`src/hw/mem_integrity_params.svh`:
```
`ifndef MEM_INTEGRITY_PARAMS_SVH
`define MEM_INTEGRITY_PARAMS_SVH

// ****************************************
// register offsets
// ****************************************
`define OFF_PROGRAM_ECC_CONFIG 16'hA00D
`define OFF_PROGRAM_FAULT_ADDR_LOW 16'hA00E
`define OFF_PROGRAM_FAULT_ADDR_HIGH 16'hA00F
`define OFF_SELF_TEST_COMMAND 16'hA016
`define OFF_DATA_ECC_STATUS 16'hA02D
`define OFF_DATA_FAULT_ADDR_LOW 16'hA02E
`define OFF_DATA_FAULT_ADDR_HIGH 16'hA02F

// ****************************************
// field positions
// ****************************************
`define BIT_PROG_UNCORR_IRQ_EN 5
`define BIT_PROG_CORR_IRQ_EN 4
`define BIT_PROG_UNCORR_FLAG 1
`define BIT_PROG_CORR_FLAG 0
`define BIT_DATA_ECC_FLAG 1
`define BIT_ST_BUSY 3
`define BIT_ST_FAIL 1
`define BIT_ST_FINISH 0

// ****************************************
// reset values
// ****************************************
`define RST_PROGRAM_ECC_CONFIG 8'h80
`define RST_ADDR 16'h0000
`define RST_MODE 4'h0

// ****************************************
// self-test command and mode codes
// ****************************************
`define CMD_CLEAR 4'h0
`define CMD_START 4'h5
`define CMD_START_RESET 4'hA
`define MODE_NORMAL_A 4'h0
`define MODE_NORMAL_B 4'h8
`define MODE_MBIST 4'h1
`define MODE_MBIST_MON 4'h9
`define MODE_LBIST_MON 4'hC

`endif

```
`src/hw/mem_integrity_pkg.sv`:
```
package mem_integrity_pkg;

  typedef enum logic [1:0] {
    ST_IDLE = 2'b01,
    ST_RUN = 2'b10
  } bist_state_t;

  typedef struct packed {
    logic valid;
    logic [15:0] addr;
    logic [15:0] word;
  } fetch_req_t;

  typedef struct packed {
    logic valid;
    logic [7:0] code;
  } fetch_rsp_t;

  typedef struct packed {
    logic err;
    logic [15:0] addr;
  } data_fault_t;

  typedef struct packed {
    logic start;
    logic abort;
    logic mbist;
    logic lbist;
    logic monitor;
  } bist_ctl_t;

endpackage

```
`src/hw/memory_ecc_fault_and_bist_control.sv`:
```
`timescale 1ns/1ps
`include "mem_integrity_params.svh"
// Summary of operation
// [RL1] data SRAM fault address captured, read-only
// [RL2] held while data error flag set
// [RL3] flash low byte code, high byte check
// [RL4] bits 15-12 guard 7-4, 11-8 guard 3-0
// [RL5] per nibble: correct one, detect two
// [RL6] corrected code delivered, correctable interrupt
// [RL7] uncorrectable: interrupt or software reset
// [RL8] reset enable bit selects reset path
// [RL9] any fetch error latches program address
// [RL10] program fault address read-only, latest error
// [RL11] flags set always, software writes to clear
// [RL12] data uncorrectable error latches address, interrupts
// [RL13] mode decode: normal, MBIST, monitored variants
// [RL14] mode cleared only by hardware reset
// [RL15] busy reads one during test
// [RL16] fail set on error, cleared by command
// [RL17] finish set on completion, cleared by command
// [RL18] command 0101 starts selected test
// [RL19] command 1010 starts test, then resets
// [RL20] command 0000 clears fail and finish
// [RL21] other commands abort running test
// [RL22] CPU stalled until test completes
// [RL23] after test, CPU/SRAM state undefined
// [RL24] software reset keeps mode, fail, finish

module memory_ecc_fault_and_bist_control
  import mem_integrity_pkg::*;
(
  input wire logic clk_sys,
  input wire logic rst,
  input wire logic sw_rst,
  input wire logic [15:0] reg_addr,
  input wire logic [7:0] reg_wdata,
  input wire logic reg_wr,
  input wire logic reg_rd,
  output logic [7:0] reg_rdata,
  input wire fetch_req_t fetch_req,
  output fetch_rsp_t fetch_rsp,
  input wire data_fault_t data_fault,
  input wire logic fetch_ecc_reset_enable,
  input wire logic bist_done,
  input wire logic bist_error,
  output bist_ctl_t bist_ctl,
  output logic cpu_stall,
  output logic prog_correctable_irq,
  output logic prog_uncorrectable_irq,
  output logic data_ecc_irq,
  output logic ecc_reset_req,
  output logic self_test_reset_req
);

  // ****************************************
  // register decode
  // ****************************************
  wire sel_pcfg = (reg_addr == `OFF_PROGRAM_ECC_CONFIG);
  wire sel_padl = (reg_addr == `OFF_PROGRAM_FAULT_ADDR_LOW);
  wire sel_padh = (reg_addr == `OFF_PROGRAM_FAULT_ADDR_HIGH);
  wire sel_stc = (reg_addr == `OFF_SELF_TEST_COMMAND);
  wire sel_dst = (reg_addr == `OFF_DATA_ECC_STATUS);
  wire sel_dadl = (reg_addr == `OFF_DATA_FAULT_ADDR_LOW);
  wire sel_dadh = (reg_addr == `OFF_DATA_FAULT_ADDR_HIGH);

  wire wr_pcfg = reg_wr & sel_pcfg;
  wire wr_stc = reg_wr & sel_stc;
  wire wr_dst = reg_wr & sel_dst;

  // ****************************************
  // state
  // ****************************************
  logic prog_correctable_irq_enable;
  logic prog_uncorrectable_irq_enable;
  logic prog_correctable_flag;
  logic prog_uncorrectable_flag;
  logic [15:0] program_fault_address;
  logic data_ecc_error_flag;
  logic [15:0] data_fault_address;
  logic [3:0] mode;
  logic fail;
  logic finish;
  logic auto_reset;
  bist_state_t state;

  // ****************************************
  // program fetch ECC, one checker per nibble
  // ****************************************
  wire [7:0] code_raw = fetch_req.word[7:0]; // RL3
  wire [7:0] check_raw = fetch_req.word[15:8]; // RL3
  logic [7:0] code_fixed;
  logic [1:0] nib_corr;
  logic [1:0] nib_uncorr;

  // check nibble: [0] covers d0,d1,d3; [1] d0,d2,d3; [2] d1,d2,d3; [3] overall parity
  genvar gi;
  generate
    for (gi = 0; gi < 2; gi = gi + 1) begin : g_nib
      wire [3:0] d = code_raw[gi*4 +: 4]; // RL4
      wire [3:0] c = check_raw[gi*4 +: 4]; // RL4
      wire s0 = c[0] ^ d[0] ^ d[1] ^ d[3];
      wire s1 = c[1] ^ d[0] ^ d[2] ^ d[3];
      wire s2 = c[2] ^ d[1] ^ d[2] ^ d[3];
      wire [2:0] syn = {s2, s1, s0};
      wire par = ^{d, c};
      // odd overall parity means one flipped bit; even parity with a syndrome means two
      wire single = par; // RL5
      wire double = ~par & (syn != 3'b000); // RL5
      wire [3:0] flip = {
        single & (syn == 3'd7),
        single & (syn == 3'd6),
        single & (syn == 3'd5),
        single & (syn == 3'd3)
      };
      assign code_fixed[gi*4 +: 4] = d ^ flip; // RL5
      assign nib_corr[gi] = single;
      assign nib_uncorr[gi] = double;
    end
  endgenerate

  wire fetch_corr = fetch_req.valid & (|nib_corr) & ~(|nib_uncorr);
  wire fetch_uncorr = fetch_req.valid & (|nib_uncorr);
  wire fetch_err = fetch_corr | fetch_uncorr;

  // ****************************************
  // program ECC flags and enables
  // ****************************************
  wire clr_pcorr = wr_pcfg & reg_wdata[`BIT_PROG_CORR_FLAG];
  wire clr_puncorr = wr_pcfg & reg_wdata[`BIT_PROG_UNCORR_FLAG];
  // a detection in the clearing cycle wins so no event is lost
  wire next_prog_correctable_flag = fetch_corr | (prog_correctable_flag & ~clr_pcorr); // RL11
  wire next_prog_uncorrectable_flag =
    fetch_uncorr | (prog_uncorrectable_flag & ~clr_puncorr); // RL11

  always_ff @(posedge clk_sys) begin
    if (rst || sw_rst) begin
      prog_correctable_irq_enable <= 1'b0;
      prog_uncorrectable_irq_enable <= 1'b0;
    end else if (wr_pcfg) begin
      prog_correctable_irq_enable <= reg_wdata[`BIT_PROG_CORR_IRQ_EN];
      prog_uncorrectable_irq_enable <= reg_wdata[`BIT_PROG_UNCORR_IRQ_EN];
    end
  end

  always_ff @(posedge clk_sys) begin
    if (rst || sw_rst) begin
      prog_correctable_flag <= 1'b0;
      prog_uncorrectable_flag <= 1'b0;
    end else begin
      prog_correctable_flag <= next_prog_correctable_flag;
      prog_uncorrectable_flag <= next_prog_uncorrectable_flag;
    end
  end

  // latest faulting fetch address, software cannot write it
  always_ff @(posedge clk_sys) begin
    if (rst) begin
      program_fault_address <= `RST_ADDR;
    end else if (fetch_err) begin
      program_fault_address <= fetch_req.addr; // RL9 RL10
    end
  end

  // corrected code goes out one cycle after the fetch
  always_ff @(posedge clk_sys) begin
    if (rst) begin
      fetch_rsp <= '0;
    end else begin
      fetch_rsp.valid <= fetch_req.valid;
      fetch_rsp.code <= code_fixed; // RL6
    end
  end

  // ****************************************
  // program ECC interrupts and reset request
  // ****************************************
  always_ff @(posedge clk_sys) begin
    if (rst || sw_rst) begin
      prog_correctable_irq <= 1'b0;
    end else begin
      prog_correctable_irq <= prog_correctable_flag & prog_correctable_irq_enable; // RL6
    end
  end

  // with the reset path chosen the interrupt stays quiet
  always_ff @(posedge clk_sys) begin
    if (rst || sw_rst) begin
      prog_uncorrectable_irq <= 1'b0;
    end else begin
      prog_uncorrectable_irq <= prog_uncorrectable_flag & prog_uncorrectable_irq_enable
                                & ~fetch_ecc_reset_enable; // RL7
    end
  end

  always_ff @(posedge clk_sys) begin
    if (rst || sw_rst) begin
      ecc_reset_req <= 1'b0;
    end else begin
      ecc_reset_req <= fetch_uncorr & fetch_ecc_reset_enable; // RL7 RL8
    end
  end

  // ****************************************
  // data SRAM fault capture
  // ****************************************
  wire clr_dflag = wr_dst & reg_wdata[`BIT_DATA_ECC_FLAG];
  wire next_data_ecc_error_flag = data_fault.err | (data_ecc_error_flag & ~clr_dflag); // RL12
  wire capture_daddr = data_fault.err & ~data_ecc_error_flag; // RL2

  always_ff @(posedge clk_sys) begin
    if (rst) begin
      data_ecc_error_flag <= 1'b0;
    end else begin
      data_ecc_error_flag <= next_data_ecc_error_flag;
    end
  end

  // only the first fault after a clear is kept, later ones would hide its cause
  always_ff @(posedge clk_sys) begin
    if (rst) begin
      data_fault_address <= `RST_ADDR;
    end else if (capture_daddr) begin
      data_fault_address <= data_fault.addr; // RL1
    end
  end

  always_ff @(posedge clk_sys) begin
    if (rst) begin
      data_ecc_irq <= 1'b0;
    end else begin
      data_ecc_irq <= data_ecc_error_flag; // RL12
    end
  end

  // ****************************************
  // self-test command decode
  // ****************************************
  wire [3:0] cmd_code = reg_wdata[3:0];
  wire [3:0] mode_wr = reg_wdata[7:4];
  wire cmd_start = wr_stc & (cmd_code == `CMD_START); // RL18
  wire cmd_start_rst = wr_stc & (cmd_code == `CMD_START_RESET); // RL19
  wire cmd_clear = wr_stc & (cmd_code == `CMD_CLEAR); // RL20
  wire cmd_other = wr_stc & ~cmd_start & ~cmd_start_rst & ~cmd_clear;
  wire busy = (state == ST_RUN);

  // a start picks its test from the mode value written with it
  wire [3:0] eff_mode = busy ? mode : mode_wr;
  wire is_mbist = (eff_mode == `MODE_MBIST) | (eff_mode == `MODE_MBIST_MON); // RL13
  wire is_lbist = (eff_mode == `MODE_LBIST_MON); // RL13
  wire is_mon = (eff_mode == `MODE_MBIST_MON) | (eff_mode == `MODE_LBIST_MON); // RL13
  // normal and reserved modes run nothing; the command only clears the flags and stores the mode
  wire go = (cmd_start | cmd_start_rst) & ~busy & (is_mbist | is_lbist);
  wire abort = cmd_other & busy; // RL21
  wire done_now = busy & bist_done;

  // ****************************************
  // self-test sequencing
  // ****************************************
  bist_state_t next_state;
  always_comb begin
    next_state = state;
    case (state)
      ST_IDLE: begin
        if (go) begin
          next_state = ST_RUN;
        end
      end
      ST_RUN: begin
        if (abort || bist_done) begin
          next_state = ST_IDLE;
        end
      end
      default: begin
        next_state = ST_IDLE;
      end
    endcase
  end

  // a software reset cannot land mid-test since the CPU is stalled, but it aborts anyway
  always_ff @(posedge clk_sys) begin
    if (rst || sw_rst) begin
      state <= ST_IDLE;
      auto_reset <= 1'b0;
    end else begin
      state <= next_state;
      if (go) begin
        auto_reset <= cmd_start_rst;
      end
    end
  end

  // mode survives software resets so the result stays readable
  always_ff @(posedge clk_sys) begin
    if (rst) begin
      mode <= `RST_MODE; // RL14
    end else if (wr_stc && !busy) begin
      mode <= mode_wr; // RL24
    end
  end

  wire any_cmd = cmd_start | cmd_start_rst | cmd_clear; // RL16 RL17
  always_ff @(posedge clk_sys) begin
    if (rst) begin
      fail <= 1'b0;
      finish <= 1'b0;
    end else begin
      // result flags ignore sw_rst so the auto reset keeps them
      if (done_now) begin
        fail <= bist_error; // RL16 RL24
        finish <= 1'b1; // RL17 RL24
      end else if (any_cmd && !busy) begin
        fail <= 1'b0; // RL16 RL20
        finish <= 1'b0; // RL17 RL20
      end
    end
  end

  // ****************************************
  // self-test outputs
  // ****************************************
  always_ff @(posedge clk_sys) begin
    if (rst || sw_rst) begin
      bist_ctl <= '0;
    end else begin
      bist_ctl.start <= go; // RL18 RL19
      bist_ctl.abort <= abort; // RL21
      if (go) begin
        bist_ctl.mbist <= is_mbist;
        bist_ctl.lbist <= is_lbist;
        bist_ctl.monitor <= is_mon;
      end
    end
  end

  // CPU state is undefined after a test; the stall covers the whole run
  always_ff @(posedge clk_sys) begin
    if (rst || sw_rst) begin
      cpu_stall <= 1'b0;
    end else begin
      cpu_stall <= (next_state == ST_RUN); // RL15 RL22 RL23
    end
  end

  always_ff @(posedge clk_sys) begin
    if (rst || sw_rst) begin
      self_test_reset_req <= 1'b0;
    end else begin
      self_test_reset_req <= done_now & auto_reset; // RL19 RL23
    end
  end

  // ****************************************
  // read path
  // ****************************************
  wire [7:0] rd_pcfg = {1'b1, 1'b0, prog_uncorrectable_irq_enable,
                        prog_correctable_irq_enable, 2'b00,
                        prog_uncorrectable_flag, prog_correctable_flag};
  wire [7:0] rd_stc = {mode, busy, 1'b0, fail, finish}; // RL15
  wire [7:0] rd_dst = {6'b000000, data_ecc_error_flag, 1'b0};
  wire [7:0] rd_mux =
    sel_pcfg ? rd_pcfg :
    sel_padl ? program_fault_address[7:0] :
    sel_padh ? program_fault_address[15:8] :
    sel_stc ? rd_stc :
    sel_dst ? rd_dst :
    sel_dadl ? data_fault_address[7:0] :
    sel_dadh ? data_fault_address[15:8] :
    8'h00;

  always_ff @(posedge clk_sys) begin
    if (rst) begin
      reg_rdata <= 8'h00;
    end else begin
      reg_rdata <= reg_rd ? rd_mux : 8'h00;
    end
  end

endmodule // memory_ecc_fault_and_bist_control

```
`config.mk`:
```
export PLATFORM = sky130hd
export DESIGN_NAME = memory_ecc_fault_and_bist_control
export DESIGN_NICKNAME = d
export VERILOG_FILES = /design/src/hw/mem_integrity_pkg.sv /design/src/hw/memory_ecc_fault_and_bist_control.sv
export VERILOG_INCLUDE_DIRS = /design/src /design/src/hw
export SDC_FILE = /design/constraint.sdc
export NUM_CORES = 1
export LEC_CHECK = 0
export BUFFER_PORTS_ARGS = -buffer_cell sky130_fd_sc_hd__buf_2
export CORE_UTILIZATION = 45
export DETAILED_ROUTE_END_ITERATION = 7
export GPL_TIMING_DRIVEN = 0
export PLACE_DENSITY = 0.71
export SLEW_MARGIN = 20
export SYNTH_ARGS = -nofsm -noshare
export SYNTH_HDL_FRONTEND = slang
export SYNTH_SLANG_ARGS = --single-unit
```
`constraint.sdc`:
```
create_clock -name clk_sys -period 2.55 [get_ports clk_sys]
set_clock_uncertainty 0.1 [all_clocks]
set_input_delay 0.3825 -clock clk_sys [delete_from_list [all_inputs] [get_ports clk_sys]]
set_output_delay 0.3825 -clock clk_sys [all_outputs]
set_load 0.01 [all_outputs]
```
=== Yosys cells after proc, flatten, opt, wreduce, memory -nomap -nowiden ===
Cells that the tools add are included.
Widths: inputs -> output; s select.

* Logic and storage cells: 159
* Register bits: 74

* Eq/ne operators: 23
* Muxes and demuxes: 14
* Bitwise logic cells: 80
* Reductions and logical operators: 15

{| class="wikitable"
|+ Operators with widths
! cell !! number
|-
| $eq 16x16->1 const B || 7
|-
| $mux 8 || 7
|-
| $and 1x1->1 || 38
|-
| $eq 3x3->1 const B || 6
|-
| $xor 1x1->1 || 18
|-
| $reduce_xor 8->1 || 2
|-
| $not 1->1 || 13
|-
| $eq 4x4->1 const B || 3
|-
| $or 1x1->1 || 9
|-
| $xor 4x4->4 || 2
|-
| $eq 3x2->1 const B || 2
|-
| $reduce_bool 3->1 || 2
|-
| $reduce_or 2->1 || 3
|-
| $eq 2x2->1 const B || 2
|-
| $eq 4x1->1 const B || 1
|-
| $eq 4x3->1 const B || 1
|-
| $logic_not 4->1 || 1
|-
| $mux 2 || 2
|-
| $mux 4 || 1
|-
| $pmux 2 s2 || 1
|-
| $mux 1 || 3
|-
| $reduce_or 3->1 || 1
|-
| $eq 2x1->1 const B || 1
|-
| $logic_and 1x1->1 || 2
|-
| other kinds (3) || 4
|}

=== Logic depth before layout (Yosys ltp) ===
* Word-level depth: 12
* Mapped depth: 8
* Depth with buffers taken out: 6

=== Worst setup path after synthesis ===
OpenSTA, ideal clock, no wires.

* Kind: input to register
* Start point: input reg_addr[9]
* End point: register reg_rdata[4]
* Arrival: 1.988 ns
* Stages: 6
* Setup slack: 0.343 ns
* Buffers on the path: 1
* Cell sequence: or4_4 buf_6 or4_4 o2111a_1 a21oi_2 o21ai_1

* Word-level cells in the longest chain between the ends: 8

{| class="wikitable"
|+ RTL lines
! what !! line !! RTL
|-
| from (decl) || memory_ecc_fault_and_bist_control.sv:35 || <nowiki>input wire logic [15:0] reg_addr,</nowiki>
|-
| $eq 16x16->1 (no line) || -- ||
|-
| $mux 8 || memory_ecc_fault_and_bist_control.sv:367 || <nowiki>sel_dadh ? data_fault_address[15:8] :</nowiki>
|-
| $mux 8 || memory_ecc_fault_and_bist_control.sv:366 || <nowiki>sel_dadl ? data_fault_address[7:0] :</nowiki>
|-
| $mux 8 || memory_ecc_fault_and_bist_control.sv:365 || <nowiki>sel_dst ? rd_dst :</nowiki>
|-
| $mux 8 || memory_ecc_fault_and_bist_control.sv:364 || <nowiki>sel_stc ? rd_stc :</nowiki>
|-
| $mux 8 || memory_ecc_fault_and_bist_control.sv:363 || <nowiki>sel_padh ? program_fault_address[15:8] :</nowiki>
|-
| $mux 8 || memory_ecc_fault_and_bist_control.sv:362 || <nowiki>sel_padl ? program_fault_address[7:0] :</nowiki>
|-
| $mux 8 * || memory_ecc_fault_and_bist_control.sv:361 || <nowiki>sel_pcfg ? rd_pcfg :</nowiki>
|-
| to (signal assigned) || memory_ecc_fault_and_bist_control.sv:374 || <nowiki>reg_rdata <= reg_rd ? rd_mux : 8'h00;</nowiki>
|-
| to (decl) || memory_ecc_fault_and_bist_control.sv:39 || <nowiki>output logic [7:0] reg_rdata,</nowiki>
|}

Every way passes the cells marked *; elsewhere a longest branch is shown, timed or not.
A chain may end at the register's enable or synchronous reset.

=== Worst setup path after layout ===
* Start point: input reg_addr[9]
* End point: register state[0]

* Word-level cells in the longest chain between the ends: 11

{| class="wikitable"
|+ RTL lines
! what !! line !! RTL
|-
| $eq 16x16->1 (no line) * || -- ||
|-
| $and 1x1->1 * || memory_ecc_fault_and_bist_control.sv:67 || <nowiki>wire wr_stc = reg_wr & sel_stc;</nowiki>
|-
| $and 1x1->1 || memory_ecc_fault_and_bist_control.sv:240 || <nowiki>wire cmd_start = wr_stc & (cmd_code == `CMD_START);</nowiki>
|-
| $not 1->1 || memory_ecc_fault_and_bist_control.sv:243 || <nowiki>wire cmd_other = wr_stc & ~cmd_start & ~cmd_start_rst & ~cmd_clear;</nowiki>
|-
| $and 1x1->1 (3 in a row) || memory_ecc_fault_and_bist_control.sv:243 ||
|-
| $and 1x1->1 || memory_ecc_fault_and_bist_control.sv:253 || <nowiki>wire abort = cmd_other & busy;</nowiki>
|-
| $logic_or 1x1->1 || memory_ecc_fault_and_bist_control.sv:269 || <nowiki>if (abort || bist_done) begin</nowiki>
|-
| $mux 2 || memory_ecc_fault_and_bist_control.sv:269 ||
|-
| $pmux 2 s2 * || memory_ecc_fault_and_bist_control.sv:262 || <nowiki>case (state)</nowiki>
|-
| to (signal assigned) || memory_ecc_fault_and_bist_control.sv:285 || <nowiki>state <= next_state;</nowiki>
|-
| to (decl) || memory_ecc_fault_and_bist_control.sv:84 || <nowiki>bist_state_t state;</nowiki>
|}

Marked as above.

==> impl_metrics.ini <==
[run_status]
outcome = finished, final reports clean

[setup_path]
reg2reg_from = state[0]
required_ns = 2.69
crit_fanout = 9
slowest_stage = nor4_2
startpoint_type = primary input
crit_chain = buf_2 > nor4_2 > nand3b_1 > nor4_4 > o211ai_1 > or2_2
crit_buf_inv = 1
ff2ff_setup_slack_ns = 0.45
cpPeakStageDelay_ns = 0.73
arrival_ns = 2.43
reg2reg_depth = 6
critPathKind = in2reg
path_delay_family = simple AND/OR/NAND/NOR gates
r2r_end = state[0]
end_kind = flop

[cts]
cts-root-buf = clkbuf_8
cts-resized-gates = 0
cts.clk_slew.worst_paths_ns = 0.08
cts_tree = done
ctsLongestPathBuffers = 2
clock_latency_ns = 0.35
post_cts_buffers = 0
htreeDepth = 3
hold_buffers = 0
cts_buffers = 9
clock_sinks = 74

[final_layout]
multi_input_area_um2 = 2250
syn_to_final_growth_pct = 23.3
fill_cells = 788
drive_gt1_share_pct = 25.6
utilization_pct = 57.4
fin_nets = 642
regArea_um2 = 1480
diodes = 0

[floorplanning]
die_w_um = 94.4
core_region_area_um2 = 8260
die-area_um2 = 8910
num_rows = 33
start_util_pct = 46.5
dieHeight_um = 94.4
io_pins = 110

[timing]
grt_setup_unrepaired = false
drv_slew = 0
max_slew.worst_pin.slew_ns = 0.810
max_freq_mhz = 436
slew_headroom_pct = 45.5
final-setup-viol-count = 0
finalCritPeriodShare_pct = 90.0
period_minus_slack_ns = 2.30
setup_slack_ns = 0.255
finalHoldViolCount = 0

[synthesis]
synth_nets = 524
yosysSeqAreaShare_pct = 38.6
synth_area_leaders = dfxtp_1 (39%), mux2i_1 (6.3%), xnor2_1 (5.7%), nand2b_1 (5.5%), nand2_1 (5.3%)
synthesis.instances = 440
async_reset_ff_share_pct = 0
synth-edff-count = 0
ys_types = 60
synthFlopType = dfxtp_1
yosysWarningCount = 0
avgSynthCellArea_um2 = 8.73
syn_area_um2 = 3840
yosys.area.top_type = dfxtp_1
synth_top_area_share_pct = 38.6
ys_ff_latch = 74

[pwr]
comb_power_share_pct = 16.1
switchingPower_mw = 0.721
p_sw_share_pct = 26.8
p_per_area_nw_per_um2 = 569
p_int_mw = 1.98
peakVddDrop_v = 0.000297
power_frac_seq_pct = 45.7
leakage_nw = 1.91
power_frac_clock_pct = 38.2

[grt]
grt_pass1_vias = 3531
grt_pass1_wl_mm = 16.4
overflow = 0
grt_max_degree = 14
antenna_found_initial = 0
grt_use_total_pct = 24.0

[placed_design]
gp_congestion = 0.884
place_ws_ns = -0.0784
portBuffers = 107
dpl.hpwl_mm = 8.04

[route]
wl_per_cell_um = 15.3
first_pass_iters = 5
drc_errors = 0
dr.first_iter.drc_count = 188
drt-total-wl_mm = 10.2
ant_nets = 0
drt-vias-per-instance = 5.50
vias = 3673

[worst_hold_path]
hold_path_depth = 2
worst_hold_startpoint = fetch_ecc_reset_enable
min_path_type = in2reg
min_to = prog_uncorrectable_irq

[run]
drv_cap = 0
[cell families after synthesis]
| family | Yosys count | synth area share [%] |
|---|---|---|
| and+or+nand+nor | 195 | 28.6 |
| AOI/OAI and AO/OA | 84 | 14.3 |
| DFF | 74 | 38.6 |
| xor gates and xnor gates | 34 | 8.14 |
| muxes | 26 | 6.84 |
| buffers and inverters | 25 | 2.90 |
| adders and majority gates | 2 | 0.651 |
[state kept, by name, summed over array words and instances (netlist names), 2 cells and up]
name / cells
bist_ctl: 5
fetch_rsp: 9
reg_rdata: 8
state: 2
program_fault_address: 16
data_fault_address: 16
mode: 4
[stage by stage]
step                area (um^2)  power, mW  hold slack [ns]  instances  TNS [ns]
global placement           4510       1.68            0.335        652   -0.0165
CTS                        4740       2.71            0.104        668         0
detailed placement         4510       1.69            0.344        652    -0.102
floorplan                  3840       1.52            0.321        440         0
finish                     4740       2.70            0.111        668         0
global route               4740       2.81            0.104        668         0
[worst max-delay path by stage]
stage	to	cells after the start	startpoint	slack, ns
after global routing	reg_rdata[3]	6	reg_addr[9]	0.05
after detailed placement	state[0]	6	reg_addr[9]	-0.08
final	state[0]	6	reg_addr[9]	0.25
after CTS	state[0]	6	reg_addr[9]	0.30
after floorplan	reg_rdata[4]	6	reg_addr[9]	0.34
after global placement	state[0]	6	reg_addr[9]	-0.02
[cells in the mapped netlist, types with 3 or more instances]
| cell | n |
|---|---|
| nor4b_1 | 4 |
| and3_1 | 3 |
| mux2i_1 | 24 |
| o211ai_1 | 4 |
| xnor2_1 | 25 |
| nor4_4 | 3 |
| a22o_1 | 3 |
| o22ai_1 | 3 |
| nand2_1 | 54 |
| nor3_1 | 12 |
| nor2_1 | 29 |
| nand4_1 | 5 |
| inv_1 | 4 |
| nor4_1 | 7 |
| nand2b_1 | 34 |
| o21ai_0 | 9 |
| nor4bb_1 | 6 |
| xor2_1 | 7 |
| nand3_1 | 15 |
| a211oi_1 | 6 |
| a31oi_1 | 4 |
| a22oi_1 | 8 |
| nor3b_1 | 3 |
| dfxtp_1 | 74 |
| clkbuf_1 | 17 |
| a21oi_1 | 29 |
| nor2b_1 | 3 |
| or2_2 | 4 |
[power by group through the flow]
stage / sequential, mW / combinational [mW] / clock [mW]
after floorplan: 1.26 / 0.267 / 0
after global placement: 1.26 / 0.420 / 0
after detailed placement: 1.26 / 0.434 / 0
after CTS: 1.23 / 0.436 / 1.04
after global routing: 1.24 / 0.484 / 1.09
final: 1.23 / 0.435 / 1.03
[final cells by class]
cell class / count / share of cell area, %
Inverter: 4 / 0.317
Sequential cell: 74 / 31.3
Clock buffer: 10 / 2.91
Clock inverter: 6 / 1.90
Tap cell: 105 / 2.77
Multi-Input combinational cell: 341 / 47.5
Buffer: 21 / 2.03
Timing Repair Buffer: 107 / 11.3
[placed cells by master (no fill, tap or decap), types with 3 or more instances in the layout]
cell type  instances
nor2b_1            3
inv_1              4
dfxtp_1           74
nand3_1           15
a22o_1             3
xor2_1             7
buf_2            109
nor3b_1            3
a21oi_1           29
a211oi_1           6
nand4_1            5
nor2_1            29
o21ai_0            9
mux2i_1           24
and3_1             3
a31oi_1            4
clkbuf_8          10
a22oi_1            8
or2_2              4
o211ai_1           4
nor3_1            12
nand2_1           54
nor4_4             3
xnor2_1           25
o22ai_1            3
nor4bb_1           6
nand2b_1          34
clkbuf_1          17
nor4_1             7
nor4b_1            4
[routing by layer]
layer	vias up	part of all wire (%)	GRT usage, %
li1	1814	-	-
met1	1716	42	29.8
met2	130	50	40.5
met3	13	6.0	4.35
met4	0	1.9	10.6
met5	-	0	0
Power figures use the tool's default switching activity.
